==> src/lro_pkg.sv <==
// Shared constants and types for the line interface reset and register block
package lro_pkg;

    localparam int NUM_CH = 8;
    localparam int NUM_IRQ_GRP = 5;

    // Address decode: upper byte 00 holds the global registers and channel 0; upper bytes 00..07 select channel 0..7
    localparam logic [7:0] GLB_UPPER = 8'h00;
    localparam logic [7:0] GCM_OFF = 8'h00;
    localparam logic [7:0] MASK_BASE_OFF = 8'h08;
    localparam logic [7:0] ISR_BASE_OFF = 8'h10;
    localparam logic [7:0] CH_CTRL_OFF = 8'h20;
    localparam logic [7:0] CH_STAT_OFF = 8'h21;

    // Field positions
    localparam int VFE_BIT = 4;
    localparam int GLB_T1_BIT = 0;
    localparam int CH_T1_BIT = 0;
    localparam int PLL_LSB = 5;
    localparam int PLL_W = 11;
    localparam int SER_ADDR_W = 6;

    // Values after reset
    localparam logic [7:0] GCM_RST = 8'h10;
    localparam logic [7:0] MASK_RST = 8'hff;
    localparam logic [7:0] CH_CTRL_RST = 8'h00;
    localparam logic [7:0] ISR_RST = 8'h00;

    // Host interface strap codes
    localparam logic [1:0] IF_INTEL = 2'h0;
    localparam logic [1:0] IF_MOTOROLA = 2'h1;
    localparam logic [1:0] IF_SPI = 2'h2;
    localparam logic [1:0] IF_VSCI = 2'h3;

    // Timing
    localparam int MCLK_KHZ = 25000;
    localparam int RESET_MIN_US = 10;
    localparam int RESET_CYC = (RESET_MIN_US * MCLK_KHZ + 999) / 1000;
    localparam int RST_CNT_W = 9;

    typedef logic [7:0] lro_byte_t;

endpackage

==> src/lro_if.sv <==
// Pin-level carrier between the line interface device and its host controller
`timescale 1ns/1ps
interface lro_if;
    logic chip_reset_n;
    logic compat;
    logic [1:0] host_if_select;
    logic [15:0] addr;
    logic [15:0] host_d;
    logic host_d_oe;
    logic [15:0] dev_d;
    logic dev_d_oe;
    logic cs_n;
    logic rd_n;
    logic wr_n;
    logic ble_n;
    logic bhe_n;
    logic irq_n;

    modport device (
        input chip_reset_n, compat, host_if_select, addr, host_d, host_d_oe,
        input cs_n, rd_n, wr_n, ble_n, bhe_n,
        output dev_d, dev_d_oe, irq_n
    );

    modport host (
        output chip_reset_n, compat, host_if_select, addr, host_d, host_d_oe,
        output cs_n, rd_n, wr_n, ble_n, bhe_n,
        input dev_d, dev_d_oe, irq_n
    );
endinterface

==> src/lro_device.sv <==
// Device end: strap capture, global and per-channel registers, interrupt pin
`timescale 1ns/1ps
module lro_device
    import lro_pkg::*;
(
    input wire logic mclk,
    input wire logic arst_n,
    lro_if.device pins,
    input wire logic [NUM_IRQ_GRP-1:0][NUM_CH-1:0] irq_event,
    input wire logic [NUM_CH-1:0][7:0] alarm_status,
    output logic [1:0] host_if_mode,
    output logic [SER_ADDR_W-1:0] serial_src_addr,
    output logic [PLL_W-1:0] pll_config,
    output logic [NUM_CH-1:0] ch_t1_mode,
    output logic variable_freq_enable
);

    // Configuration and interrupt state
    lro_byte_t gcm_r, gcm_nxt;
    lro_byte_t mask_r [NUM_IRQ_GRP];
    lro_byte_t mask_nxt [NUM_IRQ_GRP];
    lro_byte_t isr_r [NUM_IRQ_GRP];
    lro_byte_t isr_nxt [NUM_IRQ_GRP];
    lro_byte_t ch_ctrl_r [NUM_CH];
    lro_byte_t ch_ctrl_nxt [NUM_CH];

    // Straps and pin-side outputs
    logic [1:0] sel_r, sel_nxt;
    logic [SER_ADDR_W-1:0] saddr_r, saddr_nxt;
    logic [PLL_W-1:0] pll_r, pll_nxt;
    logic [15:0] dout_r, dout_nxt;
    logic doe_r, doe_nxt;
    logic irq_n_r, irq_n_nxt;
    logic [NUM_CH-1:0] t1_r, t1_nxt;

    logic rd_req;
    logic wr_req;
    logic [15:0] lane_addr [2];
    logic [1:0] lane_en;
    logic [7:0] wdata [2];

    // Register read mux for one byte address
    function automatic lro_byte_t rd_byte(input logic [15:0] a, input lro_byte_t g,
                                          input lro_byte_t m [NUM_IRQ_GRP],
                                          input lro_byte_t s [NUM_IRQ_GRP],
                                          input lro_byte_t c [NUM_CH],
                                          input logic [NUM_CH-1:0][7:0] st);
        lro_byte_t v;
        v = 8'h00;
        if (a[15:8] == GLB_UPPER)
        begin
            if (a[7:0] == GCM_OFF)
            begin
                v = g;
            end
            for (int k = 0; k < NUM_IRQ_GRP; k++)
            begin
                if (a[7:0] == MASK_BASE_OFF + 8'(k))
                begin
                    v = m[k];
                end
                if (a[7:0] == ISR_BASE_OFF + 8'(k))
                begin
                    v = s[k];
                end
            end
        end
        if (a[15:8] < 8'(NUM_CH))
        begin
            if (a[7:0] == CH_CTRL_OFF)
            begin
                v = c[a[10:8]];
            end
            if (a[7:0] == CH_STAT_OFF)
            begin
                v = st[a[10:8]];
            end
        end
        return v;
    endfunction

    // Bus decode; serial modes leave the parallel port deaf
    always_comb
    begin
        rd_req = 1'b0;
        wr_req = 1'b0;
        if (pins.chip_reset_n && !pins.cs_n && !sel_r[1])
        begin
            if (sel_r == IF_MOTOROLA)
            begin
                rd_req = !pins.rd_n && pins.wr_n;
                wr_req = !pins.rd_n && !pins.wr_n;
            end
            else
            begin
                rd_req = !pins.rd_n;
                wr_req = !pins.wr_n;
            end
        end
        // Even lane is the low byte, odd lane the high byte
        lane_addr[0] = {pins.addr[15:1], 1'b0};
        lane_addr[1] = {pins.addr[15:1], 1'b1};
        lane_en = {!pins.bhe_n, !pins.ble_n};
        wdata[0] = pins.host_d[7:0];
        wdata[1] = pins.host_d[15:8];
    end

    always_comb
    begin
        gcm_nxt = gcm_r;
        mask_nxt = mask_r;
        ch_ctrl_nxt = ch_ctrl_r;
        sel_nxt = sel_r;
        saddr_nxt = saddr_r;
        pll_nxt = pll_r;
        dout_nxt = 16'h0000;
        doe_nxt = 1'b0;
        for (int k = 0; k < NUM_IRQ_GRP; k++)
        begin
            isr_nxt[k] = isr_r[k] | irq_event[k];
        end
        for (int l = 0; l < 2; l++)
        begin
            if (rd_req && lane_en[l])
            begin
                if (l == 0)
                begin
                    dout_nxt[7:0] = rd_byte(lane_addr[l], gcm_r, mask_r, isr_r, ch_ctrl_r,
                                            alarm_status);
                end
                else
                begin
                    dout_nxt[15:8] = rd_byte(lane_addr[l], gcm_r, mask_r, isr_r, ch_ctrl_r,
                                             alarm_status);
                end
                doe_nxt = 1'b1;
                for (int k = 0; k < NUM_IRQ_GRP; k++)
                begin
                    // New events in the read cycle survive the clear
                    if (lane_addr[l] == {GLB_UPPER, ISR_BASE_OFF + 8'(k)})
                    begin
                        isr_nxt[k] = irq_event[k];
                    end
                end
            end
            if (wr_req && lane_en[l])
            begin
                if (lane_addr[l] == {GLB_UPPER, GCM_OFF})
                begin
                    gcm_nxt = wdata[l];
                end
                for (int k = 0; k < NUM_IRQ_GRP; k++)
                begin
                    if (lane_addr[l] == {GLB_UPPER, MASK_BASE_OFF + 8'(k)})
                    begin
                        mask_nxt[k] = wdata[l];
                    end
                end
                if (lane_addr[l][15:8] < 8'(NUM_CH) && lane_addr[l][7:0] == CH_CTRL_OFF)
                begin
                    ch_ctrl_nxt[lane_addr[l][10:8]] = wdata[l];
                end
            end
        end
        // Chip reset pin: defaults reloaded, straps tracked until release
        if (!pins.chip_reset_n)
        begin
            gcm_nxt = GCM_RST;
            for (int k = 0; k < NUM_IRQ_GRP; k++)
            begin
                mask_nxt[k] = MASK_RST;
                isr_nxt[k] = ISR_RST;
            end
            for (int c = 0; c < NUM_CH; c++)
            begin
                ch_ctrl_nxt[c] = CH_CTRL_RST;
            end
            sel_nxt = pins.host_if_select;
            saddr_nxt = (pins.host_if_select == IF_VSCI) ? pins.addr[SER_ADDR_W-1:0] : '0;
            pll_nxt = pins.host_if_select[1] ? pins.host_d[15:PLL_LSB] : '0;
        end
        // A set mask bit hides its source from the pin
        irq_n_nxt = 1'b1;
        for (int k = 0; k < NUM_IRQ_GRP; k++)
        begin
            if (|(isr_r[k] & ~mask_r[k]))
            begin
                irq_n_nxt = 1'b0;
            end
        end
        for (int c = 0; c < NUM_CH; c++)
        begin
            if (gcm_r[VFE_BIT])
            begin
                t1_nxt[c] = ch_ctrl_r[c][CH_T1_BIT];
            end
            else
            begin
                t1_nxt[c] = gcm_r[GLB_T1_BIT];
            end
        end
    end

    always_ff @(posedge mclk or negedge arst_n)
    begin
        if (!arst_n)
        begin
            gcm_r <= GCM_RST;
            for (int k = 0; k < NUM_IRQ_GRP; k++)
            begin
                mask_r[k] <= MASK_RST;
                isr_r[k] <= ISR_RST;
            end
            for (int c = 0; c < NUM_CH; c++)
            begin
                ch_ctrl_r[c] <= CH_CTRL_RST;
            end
            sel_r <= IF_INTEL;
            saddr_r <= '0;
            pll_r <= '0;
            dout_r <= 16'h0000;
            doe_r <= 1'b0;
            irq_n_r <= 1'b1;
            t1_r <= '0;
        end
        else
        begin
            gcm_r <= gcm_nxt;
            mask_r <= mask_nxt;
            isr_r <= isr_nxt;
            ch_ctrl_r <= ch_ctrl_nxt;
            sel_r <= sel_nxt;
            saddr_r <= saddr_nxt;
            pll_r <= pll_nxt;
            dout_r <= dout_nxt;
            doe_r <= doe_nxt;
            irq_n_r <= irq_n_nxt;
            t1_r <= t1_nxt;
        end
    end

    assign pins.dev_d = dout_r;
    assign pins.dev_d_oe = doe_r;
    assign pins.irq_n = irq_n_r;
    assign host_if_mode = sel_r;
    assign serial_src_addr = saddr_r;
    assign pll_config = pll_r;
    assign ch_t1_mode = t1_r;
    assign variable_freq_enable = gcm_r[VFE_BIT];

endmodule

==> src/flat_wrapper.sv <==
// flat-port wrapper written by rule: the top's interface ports become plain ports
module lro_device_flat import lro_pkg::*;
  (mclk, arst_n, irq_event, alarm_status, host_if_mode, serial_src_addr, pll_config, ch_t1_mode, variable_freq_enable, pins_chip_reset_n, pins_compat, pins_host_if_select, pins_addr, pins_host_d, pins_host_d_oe, pins_cs_n, pins_rd_n, pins_wr_n, pins_ble_n, pins_bhe_n, pins_dev_d, pins_dev_d_oe, pins_irq_n);
  lro_if pins_i ();
  input wire logic mclk;
  input wire logic arst_n;
  input wire logic [NUM_IRQ_GRP-1:0][NUM_CH-1:0] irq_event;
  input wire logic [NUM_CH-1:0][7:0] alarm_status;
  output logic [1:0] host_if_mode;
  output logic [SER_ADDR_W-1:0] serial_src_addr;
  output logic [PLL_W-1:0] pll_config;
  output logic [NUM_CH-1:0] ch_t1_mode;
  output logic variable_freq_enable;
  input wire logic [$bits(pins_i.chip_reset_n)-1:0] pins_chip_reset_n;
  input wire logic [$bits(pins_i.compat)-1:0] pins_compat;
  input wire logic [$bits(pins_i.host_if_select)-1:0] pins_host_if_select;
  input wire logic [$bits(pins_i.addr)-1:0] pins_addr;
  input wire logic [$bits(pins_i.host_d)-1:0] pins_host_d;
  input wire logic [$bits(pins_i.host_d_oe)-1:0] pins_host_d_oe;
  input wire logic [$bits(pins_i.cs_n)-1:0] pins_cs_n;
  input wire logic [$bits(pins_i.rd_n)-1:0] pins_rd_n;
  input wire logic [$bits(pins_i.wr_n)-1:0] pins_wr_n;
  input wire logic [$bits(pins_i.ble_n)-1:0] pins_ble_n;
  input wire logic [$bits(pins_i.bhe_n)-1:0] pins_bhe_n;
  output wire logic [$bits(pins_i.dev_d)-1:0] pins_dev_d;
  output wire logic [$bits(pins_i.dev_d_oe)-1:0] pins_dev_d_oe;
  output wire logic [$bits(pins_i.irq_n)-1:0] pins_irq_n;
  assign pins_i.chip_reset_n = pins_chip_reset_n;
  assign pins_i.compat = pins_compat;
  assign pins_i.host_if_select = pins_host_if_select;
  assign pins_i.addr = pins_addr;
  assign pins_i.host_d = pins_host_d;
  assign pins_i.host_d_oe = pins_host_d_oe;
  assign pins_i.cs_n = pins_cs_n;
  assign pins_i.rd_n = pins_rd_n;
  assign pins_i.wr_n = pins_wr_n;
  assign pins_i.ble_n = pins_ble_n;
  assign pins_i.bhe_n = pins_bhe_n;
  assign pins_dev_d = pins_i.dev_d;
  assign pins_dev_d_oe = pins_i.dev_d_oe;
  assign pins_irq_n = pins_i.irq_n;
  lro_device u_core (.mclk(mclk), .arst_n(arst_n), .pins(pins_i), .irq_event(irq_event), .alarm_status(alarm_status), .host_if_mode(host_if_mode), .serial_src_addr(serial_src_addr), .pll_config(pll_config), .ch_t1_mode(ch_t1_mode), .variable_freq_enable(variable_freq_enable));
endmodule
==> config.mk <==
export PLATFORM = sky130hd
export DESIGN_NAME = lro_device_flat
export DESIGN_NICKNAME = d
export VERILOG_FILES = /design/src/lro_pkg.sv /design/src/lro_if.sv /design/src/lro_device.sv /design/src/flat_wrapper.sv
export SDC_FILE = /design/constraint.sdc
export NUM_CORES = 1
export LEC_CHECK = 0
export ABC_AREA = 1
export BUFFER_PORTS_ARGS = -buffer_cell sky130_fd_sc_hd__buf_2
export CAP_MARGIN = 10
export CORE_ASPECT_RATIO = 0.7
export CORE_MARGIN = 2
export CORE_UTILIZATION = 35
export CTS_CLUSTER_DIAMETER = 60
export CTS_CLUSTER_SIZE = 25
export DETAILED_ROUTE_END_ITERATION = 16
export GPL_TIMING_DRIVEN = 0
export PLACE_DENSITY = 0.57
export SKIP_CTS_REPAIR_TIMING = 1
export SLEW_MARGIN = 20
export SYNTH_ARGS = -nofsm -noshare
export SYNTH_HDL_FRONTEND = slang
export SYNTH_SLANG_ARGS = --single-unit
==> constraint.sdc <==
create_clock -name mclk -period 1.9 [get_ports mclk]
set_input_delay 0 -clock mclk [delete_from_list [all_inputs] [get_ports mclk]]
set_output_delay 0 -clock mclk [all_outputs]
set_load 0.1 [all_outputs]
==> impl_metrics.py <==
metrics = {
    "status": {
        "violations": "hold timing",
        "status": "finished, violations left",
    },
    "global_route": {
        "antenna_found_initial": 4,
        "grt_max_degree": 72,
        "grt_pass1_wl_mm": 50.2,
        "first_global_vias": 8380,
        "gr-total-overflow": 0,
        "grt_usage_pct": 24.1,
    },
    "logic_synthesis": {
        "synth_warnings": 0,
        "yosysSeqAreaShare_pct": 53.8,
        "synth.avg_cell_area_um2": 8.51,
        "synth_seq_cells": 197,
        "count_of_cell_types_in_the_netlist": 38,
        "netlist_instances": 1088,
        "synth.net_count": 1236,
        "netlist_area_um2": 9260,
    },
    "worst_setup_path": {
        "rr_worst_depth": 8,
        "critical_path.endpoint_type": "flip-flop",
        "regToRegEndpoint": "u_core.isr_r[34]",
        "cp.required_ns": 2.22,
        "reg2reg_from": "u_core.host_if_mode[1]",
        "critical_path_class": "reg2reg",
        "reg2reg_setup_slack_ns": 0.03,
        "startpoint_types": "flip-flop",
        "crit_fanout": 8,
        "critical_path.startpoint": "u_core.host_if_mode[1]",
        "critical_path_arrival_ns": 2.19,
    },
    "power_and_ir_drop": {
        "worst_ir_drop_vdd_v": 0.000572,
        "p_leak_nw": 5.77,
        "power-per-cell-area_nw_per_um2": 813,
    },
    "cells_and_area": {
        "fill_cells": 2552,
        "finish.cell_count_without_fillers": 1744,
        "drive_above_1_share_pct": 26.8,
        "layout.nets": 1520,
        "area_growth_pct": 31.4,
    },
    "route": {
        "detail_route.drc_violations": 0,
        "drt-total-wl_mm": 33.3,
        "via_per_inst": 5.13,
        "dr_total_vias": 8946,
        "drtPass1Iterations": 5,
        "wl_per_cell_um": 19.1,
        "number_of_nets_still_failing_antenna_checks_after_routing": 0,
        "drt_iter0_drc": 800,
    },
    "placement": {
        "port_buffers": 190,
        "gp_congestion": 0.924,
        "post-place-cells": 1637,
        "detailedPlacementHpwl_mm": 24.9,
    },
    "hold_path": {
        "hold_depth": 5,
        "min-delay-start": "alarm_status[37]",
        "worstHoldEndpoint": "u_core.pins.dev_d[13]",
        "min-delay-path-class": "in2reg",
    },
    "die": {
        "initial_core_util_pct": 35.9,
        "overall_die_height_um": 140,
        "floorplan.die_area_um2": 27800,
        "core_area_um2": 25800,
        "std_cell_rows": 49,
        "num_io_pins": 194,
        "die_width_um": 198,
    },
    "clock_tree": {
        "clock_sink_count": 197,
        "cts.path.max_buffers": 2,
        "ctsRootBufferMaster": "clkbuf_16",
        "cts_h_tree_depth": 4,
        "cts-buffers-inserted": 17,
        "clock_tree_from_tritoncts": "done",
        "insertion_delay_ns": 0.45,
        "cts.clk_slew.worst_paths_ns": 0.08,
    },
    "timing": {
        "final.period_utilization_pct": 98.4,
        "fin_worst_skew_ns": 0.0127,
        "grt_setup_unrepaired": "yes",
        "max_freq_mhz": 535,
        "final-setup-viol-count": 0,
        "finalMaxSlewViolations": 0,
        "tightestPinTransition_ns": 0.926,
        "hold-worst-slack_ns": -0.00946,
        "maxSlewHeadroom_pct": 38.3,
        "fin_crit_ns": 1.87,
        "final_hold_viol_count": 3,
    },
    "run": {
        "timing.max_cap.violations": 0,
    },
}
-- layout by cell type (no fill, tap or decap), drive strengths merged, types with 2 or more instances in the layout --
cell type	n
clkbuf	29
buf	224
nand4	3
dfrtp	155
nand3	52
inv	85
nor2	157
diode	2
a21oi	76
o21ai	146
a22o	11
or2	2
nor3	5
nor4	2
clkinvlp	3
o22ai	70
dfstp	42
nand2	249
clkinv	3
dlygate4sd3	65
-- power breakdown --
group	switching, mW	leakage, nW	internal (mW)	total [mW]
combinational	1.02	2.97	0.496	1.52
clock	1.77	0.285	1.93	3.70
sequential	0.180	2.52	4.50	4.68
-- per-stage QoR --
step / setup WS [ns] / total power, mW / utilization [%] / TNS, ns / cell area, um2
floorplan: 0.0625 / 5.54 / - / 0 / 9260
global placement: -2.93 / 6.09 / 41.3 / -450.22 / 10700
detailed placement: -0.238 / 6.12 / 41.5 / -4.91 / 10700
CTS: -0.154 / 9.80 / 43.8 / -5.96 / 11300
global route: -0.0901 / 10.3 / 47.1 / -1.11 / 12200
finish: 0.0298 / 9.89 / 47.1 / 0 / 12200
-- synthesized netlist by cell type --
master | n | area share, %
dfrtp_1 | 155 | 42
or2_2 | 2 | 0.14
buf_4 | 1 | 0.081
nand2_8 | 1 | 0.22
a221oi_1 | 1 | 0.095
buf_1 | 3 | 0.12
nand3_4 | 1 | 0.19
nand2_4 | 1 | 0.12
a22oi_1 | 1 | 0.081
a41oi_4 | 1 | 0.30
o22ai_1 | 70 | 4.7
a21oi_1 | 75 | 4.1
nor2_2 | 3 | 0.20
nand2_2 | 9 | 0.61
nor2_8 | 3 | 0.65
nand3b_1 | 1 | 0.081
nor2_1 | 141 | 5.7
clkinv_1 | 1 | 0.041
buf_6 | 5 | 0.61
a22o_1 | 11 | 1.0
a21oi_2 | 1 | 0.095
nor4_1 | 2 | 0.14
buf_2 | 15 | 0.81
nor2_4 | 10 | 1.2
nand3_2 | 5 | 0.54
nand3_1 | 46 | 2.5
inv_1 | 63 | 2.6
dfstp_2 | 42 | 12
nor3_1 | 4 | 0.22
o21ai_2 | 2 | 0.19
nand4_1 | 3 | 0.20
inv_2 | 15 | 0.61
o21ai_1 | 108 | 5.8
clkbuf_1 | 10 | 0.41
nand2_1 | 238 | 9.6
o21ai_0 | 36 | 1.9
nor3_2 | 1 | 0.11
a32o_1 | 1 | 0.11
-- worst max-delay path by stage --
| stage | slack (ns) | end |
|---|---|---|
| final | 0.03 | u_core.isr_r[34] |
| after detailed placement | -0.24 | u_core.pins.dev_d[8] |
| after global routing | -0.09 | u_core.isr_r[32] |
| after CTS | -0.15 | u_core.pins.dev_d[9] |
| after global placement | -2.93 | u_core.host_if_mode[1] |
| after floorplan | 0.06 | u_core.ch_ctrl_r[6] |
-- area by class of cell --
type / count / area [um2] / share of cell area [%]
Clock buffer: 19 / 453 / 3.72
Clock inverter: 13 / 138 / 1.13
Sequential cell: 197 / 4980 / 41.0
Inverter: 79 / 300 / 2.47
Timing Repair Buffer: 265 / 1730 / 14.3
Multi-Input combinational cell: 778 / 3920 / 32.2
Antenna cell: 2 / 5.00 / 0.0411
Buffer: 34 / 188 / 1.54
Tap cell: 357 / 447 / 3.67
-- layer usage --
| metal | up-vias | global-route usage, % | share of wire (%) |
|---|---|---|---|
| li1 | 4266 | - | - |
| met1 | 4303 | 38.5 | 50 |
| met2 | 340 | 32.4 | 40 |
| met3 | 33 | 6.31 | 8.2 |
| met4 | 4 | 4.59 | 1.1 |
| met5 | - | 0 | 0.081 |
-- critical path, stage by stage, from the launching register on --
cell and delay, ns:
dfrtp_2 0.43, nor3_4 0.18, nand3b_1 0.22, nor2_4 0.28, buf_6 0.15, buf_6 0.10, nand3_4 0.12, a21oi_2 0.19
nor2_1 0.05
-- state kept, by name, summed over array words and instances, names as in the netlist, 6 cells and up --
signal                  cells
u_core.mask_r              40
u_core.pll_config          11
u_core.gcm_r                8
u_core.ch_ctrl_r           64
u_core.ch_t1_mode           8
u_core.pins.dev_d          16
u_core.serial_src_addr      6
u_core.isr_r               40
-- logic make-up after synthesis --
group,count (synthesis),share of synthesized area [%]
AND/OR/NAND/NOR,471,22.5
AO/OA/AOI/OAI,307,18.5
flip-flops,197,53.8
buffers and inverters,113,5.23
Note: power is estimated with default switching activity, not from simulation.
